### config.mk
export PLATFORM = sky130hd
export DESIGN_NAME = vfd_scan_controller
export DESIGN_NICKNAME = d
export VERILOG_FILES = /design/src/core/vfd_scan_pkg.sv /design/src/core/vfd_scan_controller.sv
export VERILOG_INCLUDE_DIRS = /design/src /design/src/core
export SDC_FILE = /design/constraint.sdc
export NUM_CORES = 1
export LEC_CHECK = 0
export BUFFER_PORTS_ARGS = -buffer_cell sky130_fd_sc_hd__buf_4
export CAP_MARGIN = 0
export CORE_UTILIZATION = 63
export DETAILED_ROUTE_END_ITERATION = 12
export PLACE_DENSITY_LB_ADDON = 0.05
export SYNTH_ARGS = -nofsm -noshare
export SYNTH_HDL_FRONTEND = slang
export SYNTH_SLANG_ARGS = --single-unit
### constraint.sdc
create_clock -name core_clk -period 6.45 [get_ports core_clk]
set_input_delay 0 -clock core_clk [delete_from_list [all_inputs] [get_ports core_clk]]
set_output_delay 0 -clock core_clk [all_outputs]
set_load 0.01 [all_outputs]
### src/core/vfd_scan_defs.svh
// Purpose: Constants for the serial-loaded VFD scan controller.
// Assumes: Included by bare name; definitions only.
// Notes: Field positions follow the first-word layout of the serial frame.
// Function
// - First word 00xxxxxx loads its low five bits into the RAM address counter.
// - Later words store display data at the counter, then the counter increments.
// - Host loads 00h..1Dh only; increment still runs through 1Eh, 1Fh, wraps to 00h.
// - Data for address 1Eh or 1Fh is dropped; the counter still advances.
// - Thirty bytes; character n low segments at 2n, high segments at 2n+1.
// - First word 1xxxxxxx stores its low seven bits as scan control.
// - Duty codes 0..6 give 2/16..14/16 in steps of two; code 7 gives 15/16.
// - Display bit 1 is on; off keeps segment waveforms but holds digits inactive.
// - Loop length code plus seven gives N, seven to fourteen digits.
// - Reset sets scan control to duty 2/16 with display off.
// - First word 01xxxxxx stores its low four bits as the start character.
// - Start character 0..14 shows on the first digit; code 15 is prohibited. The code shows a start above N as start-N-1 instead.
// - Reset sets the start character to 1.
// - Reset pin low reinitialises both command registers; display RAM is kept.
// - Loop digit k shows start plus k, wrapping past the last loop character.
// - Digits at or beyond N always show their own fixed character.
// - One blanking unit lasts 32 oscillator periods.
// - A digit period is 16 blanking units; a scan steps all 14 digits.
// - Sixteen segments carry the current pattern while one of fourteen digits is active.
// - Serial input is taken only while the select pin is low.
// - Words are eight bits, first bit most significant; only whole words decode.
// - Data bits are sampled on serial clock rising edges; eight bits make a word.
// - After a command first word, the rest of the frame is ignored.
`ifndef VFD_SCAN_DEFS_SVH
`define VFD_SCAN_DEFS_SVH

`define VFD_WORD_MSB 7
`define VFD_WORD_LAST_BIT 3'h7
`define VFD_SEL_HI 7
`define VFD_SEL_LO 6
`define VFD_SEL_ADDR 2'h0
`define VFD_SEL_START 2'h1
`define VFD_CMD1_BIT 7
`define VFD_ADDR_HI 4
`define VFD_CTL_HI 6
`define VFD_START_HI 3
`define VFD_ADDR_LAST_USED 5'h1d
`define VFD_ADDR_STEP 5'h01
`define VFD_CHAR_LAST 5'h0e
`define VFD_RAM_BYTES 30
`define VFD_DIGIT_LAST 4'hd

`define VFD_DUTY_RST 3'h0
`define VFD_ON_RST 1'h0
`define VFD_LEN_RST 3'h7
`define VFD_START_RST 4'h1
`define VFD_LEN_BASE 4'h7
`define VFD_DUTY_FULL 3'h7
`define VFD_DUTY_FULL_UNITS 4'hf
`define VFD_DUTY_STEP0 4'h2

`define VFD_BLANK_OSC_PERIODS 32
`define VFD_UNITS_PER_DIGIT 16
`define VFD_PINS_RST 5'h15
`define VFD_FIFO_DEPTH 8

`endif

### src/core/vfd_scan_pkg.sv
// Purpose: Types shared by the VFD scan controller.
// Assumes: Widths match the constants header.
// Notes: Nothing here is imported; users write the package name.
package vfd_scan_pkg;

  // Order fixes the reset pattern in the constants header
  typedef struct packed {
    logic reset_n;
    logic osc;
    logic sck;
    logic si;
    logic cs_n;
  } pins_t;

  typedef struct packed {
    logic first;
    logic [7:0] data;
  } word_t;

  typedef struct packed {
    logic [2:0] duty;
    logic on;
    logic [2:0] len;
  } scan_ctl_t;

  typedef enum logic {MODE_DATA, MODE_IGNORE} frame_mode_t;

  typedef struct packed {
    pins_t s1;
    pins_t s2;
    pins_t s3;
    pins_t f;
    pins_t fp;
    logic [7:0] sh;
    logic [2:0] bits;
    logic first;
    word_t pend;
    logic pend_v;
    frame_mode_t mode;
    logic [4:0] addr;
    logic [29:0][7:0] ram;
    scan_ctl_t ctl;
    logic [3:0] start;
    logic [4:0] unit;
    logic [3:0] slot;
    logic [3:0] digit;
    logic [15:0] seg;
    logic [13:0] dig;
    logic overrun;
  } vfd_st_t;

endpackage

### src/core/vfd_scan_controller.sv
// Purpose: Serial-loaded multiplexed VFD scan controller with its word FIFO.
// Assumes: All pins are asynchronous to core_clk and are sampled through 3 flops.
// Notes: The oscillator pin paces the scan and the word decoder; it is sampled, not used as a clock.
`timescale 1ns/1ps
`include "vfd_scan_defs.svh"

// ----------------------------------------------------------------------------
// Word FIFO
// ----------------------------------------------------------------------------
module vfd_word_fifo #(
  parameter int WIDTH = 9,
  parameter int DEPTH = `VFD_FIFO_DEPTH
) (
  input wire logic core_clk,
  input wire logic rst_n,
  input wire logic [WIDTH-1:0] in_data,
  input wire logic in_valid,
  output logic in_ready,
  output logic [WIDTH-1:0] out_data,
  output logic out_valid,
  input wire logic out_ready
);
  localparam int AW = $clog2(DEPTH);

  if (DEPTH < 2 || (1 << AW) != DEPTH || WIDTH < 1) begin : g_bad_shape
    $error("fifo depth must be a power of two of at least 2");
  end

  typedef struct packed {
    logic [DEPTH-1:0][WIDTH-1:0] mem;
    logic [AW:0] wp;
    logic [AW:0] rp;
  } fifo_st_t;

  fifo_st_t st_r;
  fifo_st_t st_nxt;

  assign in_ready = (st_r.wp ^ st_r.rp) != {1'b1, {AW{1'b0}}};
  assign out_valid = st_r.wp != st_r.rp;
  assign out_data = st_r.mem[st_r.rp[AW-1:0]];

  always_comb begin
    st_nxt = st_r;
    if (in_valid && in_ready) begin
      st_nxt.mem[st_r.wp[AW-1:0]] = in_data;
      st_nxt.wp = st_r.wp + 1'b1;
    end
    if (out_valid && out_ready) begin
      st_nxt.rp = st_r.rp + 1'b1;
    end
    if (!rst_n) begin
      st_nxt.wp = '0;
      st_nxt.rp = '0;
    end
  end

  always_ff @(posedge core_clk) begin
    st_r <= st_nxt;
  end
endmodule

// ----------------------------------------------------------------------------
// Scan controller
// ----------------------------------------------------------------------------
module vfd_scan_controller #(
  parameter int FIFO_DEPTH = `VFD_FIFO_DEPTH
) (
  input wire logic core_clk,
  input wire logic rst_n,
  input wire logic reset_n_pin,
  input wire logic select_n_pin,
  input wire logic sck_pin,
  input wire logic si_pin,
  input wire logic osc_in_pin,
  output logic [15:0] segment_outputs,
  output logic [13:0] digit_outputs,
  output logic rx_overrun
);
  if (FIFO_DEPTH < 2) begin : g_bad_depth
    $error("word fifo needs at least two entries");
  end

  vfd_scan_pkg::vfd_st_t st_r;
  vfd_scan_pkg::vfd_st_t st_nxt;
  vfd_scan_pkg::pins_t pins_in;
  vfd_scan_pkg::word_t fifo_out;
  logic fifo_in_ready;
  logic fifo_out_valid;
  logic osc_tick;
  logic pop;

  assign pins_in = '{reset_n: reset_n_pin, osc: osc_in_pin, sck: sck_pin,
                     si: si_pin, cs_n: select_n_pin};
  assign osc_tick = st_r.f.osc && !st_r.fp.osc;
  assign pop = fifo_out_valid && osc_tick;

  assign segment_outputs = st_r.seg;
  assign digit_outputs = st_r.dig;
  assign rx_overrun = st_r.overrun;

  // --------------------------------------------------------------------------
  // Decoding helpers
  // --------------------------------------------------------------------------
  function automatic logic [3:0] duty_units(input logic [2:0] d);
    if (d == `VFD_DUTY_FULL) begin
      duty_units = `VFD_DUTY_FULL_UNITS;
    end else begin
      duty_units = 4'({d, 1'b0} + `VFD_DUTY_STEP0);
    end
  endfunction

  // Loop holds characters 0..N; digit k beyond the loop shows character k+1
  function automatic logic [3:0] char_of(input logic [3:0] k, input logic [3:0] start,
                                         input logic [2:0] len);
    logic [3:0] n;
    logic [4:0] s;
    n = 4'({1'b0, len} + `VFD_LEN_BASE);
    s = 5'(start) + 5'(k);
    if (k >= n) begin
      s = 5'(k) + `VFD_ADDR_STEP;
    end else begin
      // Two folds cover a start the host left above N
      if (s > 5'(n)) begin
        s = 5'(s - 5'(n) - `VFD_ADDR_STEP);
      end
      if (s > 5'(n)) begin
        s = 5'(s - 5'(n) - `VFD_ADDR_STEP);
      end
    end
    if (s > `VFD_CHAR_LAST) begin
      s = `VFD_CHAR_LAST;
    end
    char_of = s[3:0];
  endfunction

  vfd_word_fifo #(
    .WIDTH($bits(vfd_scan_pkg::word_t)),
    .DEPTH(FIFO_DEPTH)
  ) u_fifo (
    .core_clk(core_clk),
    .rst_n(rst_n),
    .in_data(st_r.pend),
    .in_valid(st_r.pend_v),
    .in_ready(fifo_in_ready),
    .out_data(fifo_out),
    .out_valid(fifo_out_valid),
    .out_ready(osc_tick)
  );

  // --------------------------------------------------------------------------
  // Next state
  // --------------------------------------------------------------------------
  always_comb begin
    logic [3:0] ch;
    logic active;
    logic [7:0] word;
    ch = char_of(st_r.digit, st_r.start, st_r.ctl.len);
    active = st_r.slot < duty_units(st_r.ctl.duty);
    word = {st_r.sh[6:0], st_r.f.si};
    st_nxt = st_r;

    // Pin sampling: a change counts once the second and third flops agree
    st_nxt.s1 = pins_in;
    st_nxt.s2 = st_r.s1;
    st_nxt.s3 = st_r.s2;
    st_nxt.f = (st_r.f & (st_r.s2 ^ st_r.s3)) | (st_r.s3 & ~(st_r.s2 ^ st_r.s3));
    st_nxt.fp = st_r.f;

    // Serial receiver
    if (st_r.pend_v && fifo_in_ready) begin
      st_nxt.pend_v = 1'b0;
    end
    if (st_r.f.cs_n != st_r.fp.cs_n) begin
      // A partial word is dropped when the frame opens or closes
      st_nxt.bits = '0;
      st_nxt.first = 1'b1;
    end else if (!st_r.f.cs_n && st_r.f.sck && !st_r.fp.sck) begin
      st_nxt.sh = word;
      st_nxt.bits = 3'(st_r.bits + 1'b1);
      if (st_r.bits == `VFD_WORD_LAST_BIT) begin
        st_nxt.first = 1'b0;
        if (st_nxt.pend_v) begin
          // The pin side cannot be stalled, so a word meeting a full path is lost
          st_nxt.overrun = 1'b1;
        end else begin
          st_nxt.pend = '{first: st_r.first, data: word};
          st_nxt.pend_v = 1'b1;
        end
      end
    end

    // Word decoder
    if (pop && fifo_out.first) begin
      st_nxt.mode = vfd_scan_pkg::MODE_IGNORE;
      if (fifo_out.data[`VFD_CMD1_BIT]) begin
        st_nxt.ctl = fifo_out.data[`VFD_CTL_HI:0];
      end else if (fifo_out.data[`VFD_SEL_HI:`VFD_SEL_LO] == `VFD_SEL_ADDR) begin
        st_nxt.addr = fifo_out.data[`VFD_ADDR_HI:0];
        st_nxt.mode = vfd_scan_pkg::MODE_DATA;
      end else begin
        st_nxt.start = fifo_out.data[`VFD_START_HI:0];
      end
    end else if (pop && st_r.mode == vfd_scan_pkg::MODE_DATA) begin
      if (st_r.addr <= `VFD_ADDR_LAST_USED) begin
        st_nxt.ram[st_r.addr] = fifo_out.data;
      end
      st_nxt.addr = 5'(st_r.addr + `VFD_ADDR_STEP);
    end

    // Scan timing
    if (osc_tick) begin
      st_nxt.unit = 5'(st_r.unit + 1'b1);
      if (st_r.unit == 5'(`VFD_BLANK_OSC_PERIODS - 1)) begin
        st_nxt.unit = '0;
        st_nxt.slot = 4'(st_r.slot + 1'b1);
        if (st_r.slot == 4'(`VFD_UNITS_PER_DIGIT - 1)) begin
          st_nxt.slot = '0;
          st_nxt.digit = (st_r.digit == `VFD_DIGIT_LAST) ? '0 : 4'(st_r.digit + 1'b1);
        end
      end
    end

    // Outputs; segments keep running while the display is off
    st_nxt.seg = active ? {st_r.ram[{ch, 1'b1}], st_r.ram[{ch, 1'b0}]} : '0;
    st_nxt.dig = (active && st_r.ctl.on) ? 14'(14'h1 << st_r.digit) : '0;

    // Pin reset reaches command registers and frame mode only
    if (!st_r.f.reset_n || !rst_n) begin
      st_nxt.ctl = '{duty: `VFD_DUTY_RST, on: `VFD_ON_RST, len: `VFD_LEN_RST};
      st_nxt.start = `VFD_START_RST;
      st_nxt.mode = vfd_scan_pkg::MODE_IGNORE;
    end
    if (!rst_n) begin
      // Sampled pins restart at their idle levels so no false edge follows reset
      st_nxt.s1 = `VFD_PINS_RST;
      st_nxt.s2 = `VFD_PINS_RST;
      st_nxt.s3 = `VFD_PINS_RST;
      st_nxt.f = `VFD_PINS_RST;
      st_nxt.fp = `VFD_PINS_RST;
      st_nxt.sh = '0;
      st_nxt.bits = '0;
      st_nxt.first = 1'b1;
      st_nxt.pend = '0;
      st_nxt.pend_v = 1'b0;
      st_nxt.addr = '0;
      st_nxt.ram = st_r.ram;
      st_nxt.unit = '0;
      st_nxt.slot = '0;
      st_nxt.digit = '0;
      st_nxt.seg = '0;
      st_nxt.dig = '0;
      st_nxt.overrun = 1'b0;
    end
  end

  always_ff @(posedge core_clk) begin
    st_r <= st_nxt;
  end
endmodule

==> results.txt, run 1 <==
Hold Startpoint = osc_in_pin
Min-Delay Path Class = input port to flop
CP max stage delay = 0.72 ns
Yosys reg bits = 425
Max IR drop VDD = 0.246 mV
First-pass GRT wire length = 65,200 um
Critical path's top delay family = compound AO/OA/AOI/OAI gates
Skew final = 0.0228 ns
Unique cell type count in the Yosys netlist = 66
Vias in the first global route = 11,400
ANT nets after route = 0
Required time worst endpoint = 6.89 ns
Share of layout cells above drive strength 1 = 0.150
EDFF count, synth = 312
Max_slew headroom = 0.260
Placed inst area = 0.0189 mm2
Buffers & Inverters on Critical Path = 1
Startpoint Class = flop
Clock buffer depth = 3
Clk sink count = 425
Setup TNS Final = 0 ns
Worst r2r src = st_r[31]
FMAX = 0.163 GHz
Final Instance Area = 0.0204 mm2
Critical path startpoint = st_r[31]
Worst Hold Slack = 0.234 ns
Via count = 11,600
Num CTS Buffers = 42
Synth top area share = 0.510
Mapped cell area = 0.0184 mm2
Synth async-reset ratio = 0
Clock transition at the registers of the reported paths = 0.06 ns
Pin count of the biggest net entering global routing = 74
Crit-path max FO = 10
Synth top area cells = edfxtp_1, dfxtp_1, mux2i_1
Crit-path cells = ha_1 > fa_1 > xor2_1 > ha_1 > and4_1 > a2111oi_0 > nand3b_1 > mux2_2 > inv_1 > ha_1 > and3b_1 > a2111oi_4 > o32ai_2 > o21ai_1 > o2bb2ai_1 > a221oi_1 > o21ai_0 > a221o_1 > a41o_1
DR DRC count = 0
Worst-Margin Slew = 1.11 ns
H-tree depth = 2
CTS tree = built
Antenna violations before repair = 0
Cell Pwr Density = 262 mW/mm2
Sequential area share after synthesis = 0.633
Placed cells = 1,748
Final Setup Violations = 0
Post-Layout Cell Count = 1,835
Global route overflow = 0
Status = finished clean
Min Tclk post-route = 6.12 ns
Commonest cells in the netlist = edfxtp_1, dfxtp_1, nand2_1
Syn Nets = 1,445
Root Buffer = clkbuf_16
Cell mode on critical path = ha_1
Die area = 0.0298 mm2
Worst-Skew Late Latency = 0.54 ns
PortBufs = 37
Master of the slowest instance on the critical path = a221oi_1
Reg2Reg Setup Slack = 0.33 ns
Count leader, synth = edfxtp_1
Chip width = 173 um
Main synth FF type = edfxtp_1
Row cnt = 62
Die span in y = 173 um
DR iter-0 viols = 1,262
Final hold vios = 0
Core Region = 0.0287 mm2
Num ports = 38
Leak pwr = 7.08 nW
Per-cell routed wire length = 22.9 um
GRT Overall Usage = 0.286
RSZ-0062 raised after global routing = false
Yosys top cell by area = edfxtp_1
Final slew viol count = 0
Max_cap viols = 0
Placed wire-length estimate = 26,900 um
N_diodes = 0
Syn-to-layout area delta = 11.2%
Vias per cell = 6.35
Starting density of the core = 0.640
Final Util = 0.712
Kind of critical path = flop to flop
Final nets = 1,467
DRT Pass-1 Iters = 5
Syn Area/Cell = 13.1 um2
Post-Syn Instances = 1,397
Final Cycle Share = 0.950
Critical Path End Type = flop
Worst EP arrival = 6.56 ns
DRT Wirelength = 42,100 um
RD Place Congestion = 0.894
Yosys warns = 0
worst reg2reg max path, cell delays in order, from the launching register on:
cell	delay, ns
dfxtp_1	0.31
ha_1	0.22
fa_1	0.42
xor2_1	0.26
ha_1	0.35
and4_1	0.20
a2111oi_0	0.34
nand3b_1	0.27
mux2_2	0.40
inv_1	0.10
ha_1	0.26
and3b_1	0.21
a2111oi_4	0.33
o32ai_2	0.19
o21ai_1	0.36
o2bb2ai_1	0.42
a221oi_1	0.72
o21ai_0	0.19
a221o_1	0.29
a41o_1	0.20
flip-flops by register name (all words and copies together), names as in the netlist, named ones only:
name,count
rx_overrun,1
segment_outputs,16
digit_outputs,14
u_fifo.st_r,80
st_r,309
final cells by class:
cell class | count | area [um2]
well taps | 384 | 480
fillers | 1999 | 8280
clock inverters | 19 | 199
clock buffers | 57 | 1170
flip-flops and latches | 425 | 11600
repair buffers | 80 | 702
multi-input cells | 839 | 6130
inverters | 31 | 116
repair_timing:
action,CTS,global route
setup endpoints to repair,0,16
buffers inserted,0,2
hold endpoints to repair,16,0
resized for setup,0,12
hold buffers,9,0
logic make-up (layout without fill, tap and decap cells):
kind of cell	count (synthesis)	after routing	share of synthesized area
AOI/OAI and AO/OA	324	324	0.130
muxes	99	99	0.0679
DFF	425	425	0.633
buffers and inverters	133	187	0.0367
adders and majority gates	41	41	0.0292
and+or+nand+nor	354	354	0.0931
xor gates and xnor gates	21	21	0.0100
placed cells by master (no fill, tap or decap), types with 24 or more instances in the layout:
master	netlist	routed
edfxtp_1	312	312
dfxtp_1	113	112
nand2_1	105	105
nor2_1	85	85
o21ai_0	79	79
buf_4	35	64
mux2i_1	57	57
a21oi_1	48	48
clkbuf_16	0	43
ha_1	38	38
inv_1	31	31
a21boi_0	28	28
mux2_2	24	24
report_power, final:
| part | total, mW | leakage, nW | internal, mW | switching [mW] |
|---|---|---|---|---|
| clock network | 2.42 | 0.668 | 1.43 | 0.990 |
| logic | 0.0315 | 2.68 | 0.0161 | 0.0154 |
| registers | 2.90 | 3.74 | 2.90 | 0.00278 |
layer usage:
layer  track usage  routed length, um  vias to the layer above  part of all wire
li1              -                  -                     5332                 -
met4         0.110               1460                        0             0.035
met3        0.0455               3370                      108             0.080
met2         0.462              19600                      561              0.47
met5             0                  0                        -                 0
met1         0.392              17700                     5646              0.42
final timing paths:
check                   endpoint  depth (start not counted)
max reg2reg  segment_outputs[10]                         19
max          segment_outputs[10]                         19
min reg2reg            st_r[340]                          1
min                    st_r[346]                          3
stage by stage:
step | setup WS [ns] | power, mW
2_1_floorplan | 0.833 | 2.98
3_3_place_gp | 0.283 | 2.99
3_5_place_dp | 0.205 | 2.99
4_1_cts | 0.147 | 5.38
5_1_grt | 0.0119 | 5.49
6_report | 0.326 | 5.35
Note: power is estimated with default switching activity, not from simulation.
==> inputs of run 2 (changes only) <==
--- a/config.mk
+++ b/config.mk
@@ -13,4 +13,5 @@
 export PLACE_DENSITY_LB_ADDON = 0.05
 export SYNTH_ARGS = -nofsm -noshare
 export SYNTH_HDL_FRONTEND = slang
+export SYNTH_HIERARCHICAL = 1
 export SYNTH_SLANG_ARGS = --single-unit
==> run 2 against run 1 <==
Against the previous run:
- largest power group unchanged
- largest cell class unchanged
- sequential power about the same
- register-to-register slack gained 0.07 ns
- critical endpoint is now segment_outputs[12]
- sequential share of layout area grew 0.23 points
- design area down 0.41%
- synthesized cell count fell by 2.9%
- worst setup slack better by 0.071 ns
- wire length shrank 7.1%
- total power shrank 0.55%
- sequential cell count did not move
- utilization decreased by 0.48 points
- clock skew shrank 0.0028 ns
==> results.txt, run 2 <==
Syn Area/Cell = 13.6 um2 (+3.7%)
First-pass GRT wire length = 62,000 um (-4.8%)
Via count = 11,200 (-3.9%)
Final hold vios = 0 (unchanged)
Row cnt = 62 (unchanged)
DR DRC count = 0 (unchanged)
Status = finished clean
Master of the slowest instance on the critical path = buf_4
Setup WS pre-CTS = 0.339 ns (+0.134 ns)
Main synth FF type = edfxtp_1
Root Buffer = clkbuf_16
Sequential area share after synthesis = 0.629 (-0.00407)
Crit-path max FO = 36 (+26)
Die area = 0.0300 mm2 (+0.64%)
Buffers & Inverters on Critical Path = 1 (unchanged)
Count leader, synth = edfxtp_1
Min Tclk post-route = 6.05 ns (-0.0706 ns)
Max_slew headroom = 0.299 (+0.0389)
Required time worst endpoint = 6.88 ns (about the same)
Most frequent cells in the layout = edfxtp_1, nor2_1, dfxtp_1, mux2i_1, buf_4
Most common cell after layout, fill and taps aside = edfxtp_1
Synth top area cells = edfxtp_1, dfxtp_1, mux2i_1
Vias per cell = 6.28 (-1.1%)
CTS tree = built
Final setup slack of the worst path = 0.396 ns (+0.0705 ns)
FMAX = 0.165 GHz (+1.2%)
Reg2Reg Setup Slack = 0.40 ns (+0.07 ns)
Cell Pwr Density = 262 mW/mm2 (-0.14%)
Cell mode on critical path = ha_1
Top routing layer used = met4
Final nets = 1,413 (-3.7%)
GRT Overall Usage = 0.266 (-0.0196)
Vias in the first global route = 11,100 (-2.8%)
M1 WL = 17,200 um (-2.5%)
Largest register FFs = 309 (unchanged)
Leak pwr = 7.16 nW (+1.1%)
Antenna violations before repair = 0 (unchanged)
Setup TNS Final = 0 ns (unchanged)
Num CTS Buffers = 42 (unchanged)
Syn-to-layout area delta = 10.1%
Worst-Margin Slew = 1.05 ns (-0.0581 ns)
Top reg by flops = st_r
WL met2 = 18,800 um (-4.4%)
DR iter-0 viols = 1,127 (-11%)
ANT nets after route = 0 (unchanged)
Max IR drop VDD = 0.250 mV (+1.8%)
Pin count of the biggest net entering global routing = 81 (+9.5%)
Syn Nets = 1,404 (-2.8%)
Critical Path End Type = flop
Max_cap viols = 0 (unchanged)
Placed inst area = 0.0189 mm2 (+0.21%)
Final Instance Area = 0.0203 mm2 (-0.41%)
RD Place Congestion = 0.862 (-3.6%)
Yosys top cell by area = edfxtp_1
Skew final = 0.0199 ns (-0.00284 ns)
Commonest cells in the netlist = edfxtp_1, nor2_1, dfxtp_1
Synth top area share = 0.507 (-0.00328)
Critical path's top delay family = compound AO/OA/AOI/OAI gates
Share of layout cells above drive strength 1 = 0.137 (-0.0130)
CP max stage delay = 0.49 ns (-0.23 ns)
Startpoint Class = flop
Final Cycle Share = 0.939 (-0.0109)
Die span in y = 173 um (+0.32%)
Per-cell routed wire length = 22.0 um (-4.3%)
Unique cell type count in the Yosys netlist = 78 (+18%)
EDFF count, synth = 312 (unchanged)
Chip width = 173 um (+0.32%)
Min-Delay Path Class = input port to flop
Final Util = 0.707 (-0.00483)
Kind of critical path = flop to flop
Mapped cell area = 0.0185 mm2 (+0.65%)
Global route overflow = 0 (unchanged)
Wire length on met3 = 2260 um (-33%)
N_diodes = 0 (unchanged)
DRT Pass-1 Iters = 5 (unchanged)
RSZ-0062 raised after global routing = false
Clock transition at the registers of the reported paths = 0.06 ns (about the same)
Core Region = 0.0288 mm2 (+0.27%)
Final slew viol count = 0 (unchanged)
Crit-path cells = ha_1 > a21o_1 > a21oi_1 > xnor2_1 > ha_1 > nand4_1 > o2111ai_2 > nand3_2 > mux2_4 > ha_1 > and3b_1 > a2111oi_4 > nor2_1 > a2111oi_4 > nor2_1 > a21oi_4 > buf_4 > mux2i_1 > o22a_1 > a21oi_1 > o41ai_1
Worst EP arrival = 6.48 ns (-0.08 ns)
Yosys warns = 6 (+6)
Worst-Skew Late Latency = 0.55 ns (about the same)
Clk sink count = 425 (unchanged)
Fill count = 1,966 (-1.7%)
H-tree depth = 2 (unchanged)
Num ports = 38 (unchanged)
Clock buffer depth = 3 (unchanged)
Starting density of the core = 0.642 (+0.00241)
PortBufs = 37 (unchanged)
Final Setup Violations = 0 (unchanged)
Setup Buffers After CTS = 0 (unchanged)
DRT Wirelength = 39,100 um (-7.1%)
Post-Syn Instances = 1,356 (-2.9%)
Placed wire-length estimate = 25,100 um (-6.7%)
Yosys reg bits = 425 (unchanged)
Synth async-reset ratio = 0 (unchanged)
[run 2: cell count changes after synthesis, sizes merged, moves of 18 or more]
cell	previous run	this run
a221oi	10	28
a22o	10	28
nor2	86	121
a211oi	8	35
a21boi	28	9
a211o	23	1
nand2	105	55
mux2i	57	89
o41ai	0	18
o21ai	82	36
[run 2: final timing paths]
path                                start  depth (start not counted)                   to
worst min register to register  st_r[347]                          1            st_r[342]
worst max-delay path             st_r[32]                         21  segment_outputs[12]
worst min-delay path                rst_n                          3            st_r[342]
worst max register to register   st_r[32]                         21  segment_outputs[12]
[run 2: metal layers]
layer / track usage / vias up
met5: 0 / -
met4: 0.0811 / 0
met3: 0.0362 / 72
met2: 0.439 / 398
met1: 0.369 / 5524
li1: - / 5201
[run 2: kinds of logic after synthesis]
kind of cell | Yosys count | synth area share
AO/OA/AOI/OAI | 294 | 0.125
XOR/XNOR | 21 | 0.0116
adder cells (fa/ha/maj) | 41 | 0.0290
buffers and inverters | 119 | 0.0345
flip-flops | 425 | 0.629
multiplexers | 119 | 0.0777
AND/OR/NAND/NOR | 337 | 0.0931
[run 2: stage by stage]
step / cells / hold WS (ns) / power [mW]
floorplan: 1356 / 0.101 / 2.99
global placement: 1700 / 0.187 / 3.00
detailed placement: 1700 / 0.188 / 3.01
CTS: 1783 / 0.106 / 5.35
global route: 1783 / 0.126 / 5.46
finish: 1783 / 0.0931 / 5.33
[run 2: worst min-delay path, stage by stage]
cell and delay [ns]:
buf_4 0.14, buf_4 0.33, nand2b_1 0.14
[run 2: cell type report]
| cell class | instances | area, um2 | share of cell area |
|---|---|---|---|
| Sequential cell | 425 | 11600 | 0.572 |
| Tap cell | 384 | 480 | 0.0236 |
| Inverter | 15 | 56.3 | 0.00277 |
| Timing Repair Buffer | 69 | 543 | 0.0267 |
| Clock buffer | 63 | 1200 | 0.0590 |
| Multi-Input combinational cell | 812 | 6290 | 0.309 |
| Clock inverter | 15 | 139 | 0.00683 |
[run 2: power breakdown]
| part | internal [mW] | switching (mW) | leakage [nW] |
|---|---|---|---|
| Clock | 1.37 | 1.00 | 0.658 |
| Sequential | 2.90 | 0.00533 | 3.74 |
| Combinational | 0.0193 | 0.0241 | 2.76 |
| Total | 4.29 | 1.03 | 7.16 |
[run 2: timing repair]
item / 4_1_cts / 5_1_grt
endpoints found under the setup margin: 0 / 16
hold buffers: 5 / 0
hold endpoints to repair: 5 / 0
gates resized for setup: 0 / 4
==> inputs of run 3 (changes only) <==
--- a/config.mk
+++ b/config.mk
@@ -10,7 +10,7 @@
 export CAP_MARGIN = 0
 export CORE_UTILIZATION = 63
 export DETAILED_ROUTE_END_ITERATION = 12
-export PLACE_DENSITY_LB_ADDON = 0.05
+export PLACE_DENSITY = 0.89
 export SYNTH_ARGS = -nofsm -noshare
 export SYNTH_HDL_FRONTEND = slang
 export SYNTH_HIERARCHICAL = 1
==> run 3 against run 2 <==
Against the previous run:
- wire length is 6.8% higher
- critical path depth is 1 lower
- total power is 1.0% higher
- critical path type unchanged
- critical endpoint is now segment_outputs[7]
- largest power group unchanged
==> results.txt, run 3 (same netlist as run 2, synthesis figures left out) <==
DR iter-0 viols = 1,668 (+48%)
Clock transition at the registers of the reported paths = 0.06 ns (about the same)
Critical path's top delay family = compound AO/OA/AOI/OAI gates
Final setup slack of the worst path = 0.376 ns (-0.0197 ns)
Die span in y = 173 um (unchanged)
DRT Wirelength = 41,800 um (+6.8%)
First-pass GRT wire length = 65,300 um (+5.3%)
Final hold vios = 0 (unchanged)
ANT nets after route = 0 (unchanged)
Worst-Margin Slew = 1.09 ns (+0.0407 ns)
Final Setup Violations = 0 (unchanged)
RSZ-0062 raised after global routing = false
Leak pwr = 7.27 nW (+1.5%)
Via count = 11,900 (+6.5%)
Per-cell routed wire length = 23.2 um (+5.6%)
Crit-path max FO = 23 (-36%)
Antenna violations before repair = 0 (unchanged)
Final nets = 1,434 (+1.5%)
Max_cap viols = 0 (unchanged)
Clk sink count = 425 (unchanged)
Die area = 0.0300 mm2 (unchanged)
Buffers & Inverters on Critical Path = 2 (+1)
Core Region = 0.0288 mm2 (unchanged)
H-tree depth = 2 (unchanged)
Critical Path End Type = flop
Chip width = 173 um (unchanged)
Clock buffer depth = 3 (unchanged)
PortBufs = 37 (unchanged)
Vias in the first global route = 11,800 (+6.1%)
Skew final = 0.0247 ns (+0.00478 ns)
Crit-path cells = ha_1 > a21o_1 > a21oi_1 > xnor2_1 > ha_1 > nand4_1 > o2111ai_2 > nand3_2 > mux2_4 > ha_1 > and3b_1 > a2111oi_4 > o32a_2 > a211oi_4 > a221o_2 > buf_4 > nor4b_2 > buf_4 > a211oi_1 > o41ai_1
Max_slew headroom = 0.272 (-0.0272)
CTS tree = built
Vias per cell = 6.61 (+5.3%)
DR DRC count = 0 (unchanged)
Share of layout cells above drive strength 1 = 0.147 (+0.0101)
GRT Overall Usage = 0.280 (+0.0139)
Setup WS pre-CTS = 0.331 ns (-0.00815 ns)
Top reg by flops = st_r
Root Buffer = clkbuf_16
Starting density of the core = 0.642 (unchanged)
N_diodes = 0 (unchanged)
Required time worst endpoint = 6.85 ns (-0.03 ns)
Num CTS Buffers = 43 (+2.4%)
Total Power = 5.38 mW (+1.0%)
FMAX = 0.165 GHz (-0.32%)
Min-Delay Path Class = input port to flop
Most common cell after layout, fill and taps aside = edfxtp_1
Global route overflow = 0 (unchanged)
Worst EP arrival = 6.47 ns (about the same)
Placed wire-length estimate = 26,000 um (+3.6%)
Final Cycle Share = 0.942 (+0.00306)
Num ports = 38 (unchanged)
Min Tclk post-route = 6.07 ns (+0.0197 ns)
DRT Pass-1 Iters = 6 (+1)
Final slew viol count = 0 (unchanged)
RD Place Congestion = 0.911 (+5.7%)
CP max stage delay = 0.50 ns (about the same)
Cell mode on critical path = ha_1
Setup TNS Final = 0 ns (unchanged)
Largest register FFs = 309 (unchanged)
Most frequent cells in the layout = edfxtp_1, nor2_1, dfxtp_1, mux2i_1, buf_4
Kind of critical path = flop to flop
Syn-to-layout area delta = 11.1%
Master of the slowest instance on the critical path = a221o_2
Cell Pwr Density = 262 mW/mm2 (about the same)
Status = finished clean
Max IR drop VDD = 0.245 mV (-2.3%)
Pin count of the biggest net entering global routing = 83 (+2.5%)
Row cnt = 62 (unchanged)
Startpoint Class = flop
Worst-Skew Late Latency = 0.55 ns (about the same)
==> run 3: cell count changes in the layout (fill, tap and decap cells not counted), moves of 3 or more <==
cell,delta
dlygate4sd3_1,+4
clkinv_2,+3
clkbuf_1,-4
buf_4,+15
==> run 3: timing repair <==
action	in CTS	in global routing
hold endpoints to repair	16	0
endpoints found under the setup margin	0	16
hold buffers	9	0
gates resized for setup	0	4
setup buffers	0	8
==> run 3: report_power, final <==
part | total [mW] | switching, mW | internal (mW)
clock | 2.43 | 1.02 | 1.40
sequential | 2.91 | 0.00542 | 2.90
combinational | 0.0462 | 0.0257 | 0.0205
total | 5.38 | 1.05 | 4.33
==> run 3: final timing paths <==
path / start / endpoint / slack (ns) / cells past startpoint
min: si_pin / st_r[344] / 0.23 / 3
min reg2reg: st_r[347] / st_r[342] / 0.41 / 1
max: st_r[32] / segment_outputs[7] / 0.38 / 20
max reg2reg: st_r[32] / segment_outputs[7] / 0.38 / 20
==> run 3: worst min-delay path: stages <==
cell and delay [ns]:
dlygate4sd3_1 0.53, buf_4 0.10, and2_1 0.12
==> run 3: area by class of cell <==
class | instances | area, um2
Clock inverter | 18 | 175
Fill cell | 1737 | 8250
Multi-Input combinational cell | 812 | 6270
Tap cell | 384 | 480
Clock buffer | 60 | 1210
Inverter | 15 | 56.3
Timing Repair Buffer | 89 | 707
Sequential cell | 425 | 11600
==> run 3: metrics by stage <==
step	utilization	instance area [um2]	cells	hold slack, ns
floorplan	-	18500	1356	0.101
global placement	0.659	19000	1708	0.193
CTS	0.711	20500	1795	0.193
global route	0.713	20500	1803	0.218
finish	0.713	20500	1803	0.229
detailed placement	0.659	19000	1708	0.189
==> run 3: routing by layer <==
layer	vias to the layer above	wire, um	global-route usage
met5	-	0	0
met4	0	1490	0.105
met3	150	3850	0.0531
met2	753	20700	0.471
met1	5759	15700	0.362
li1	5260	-	-
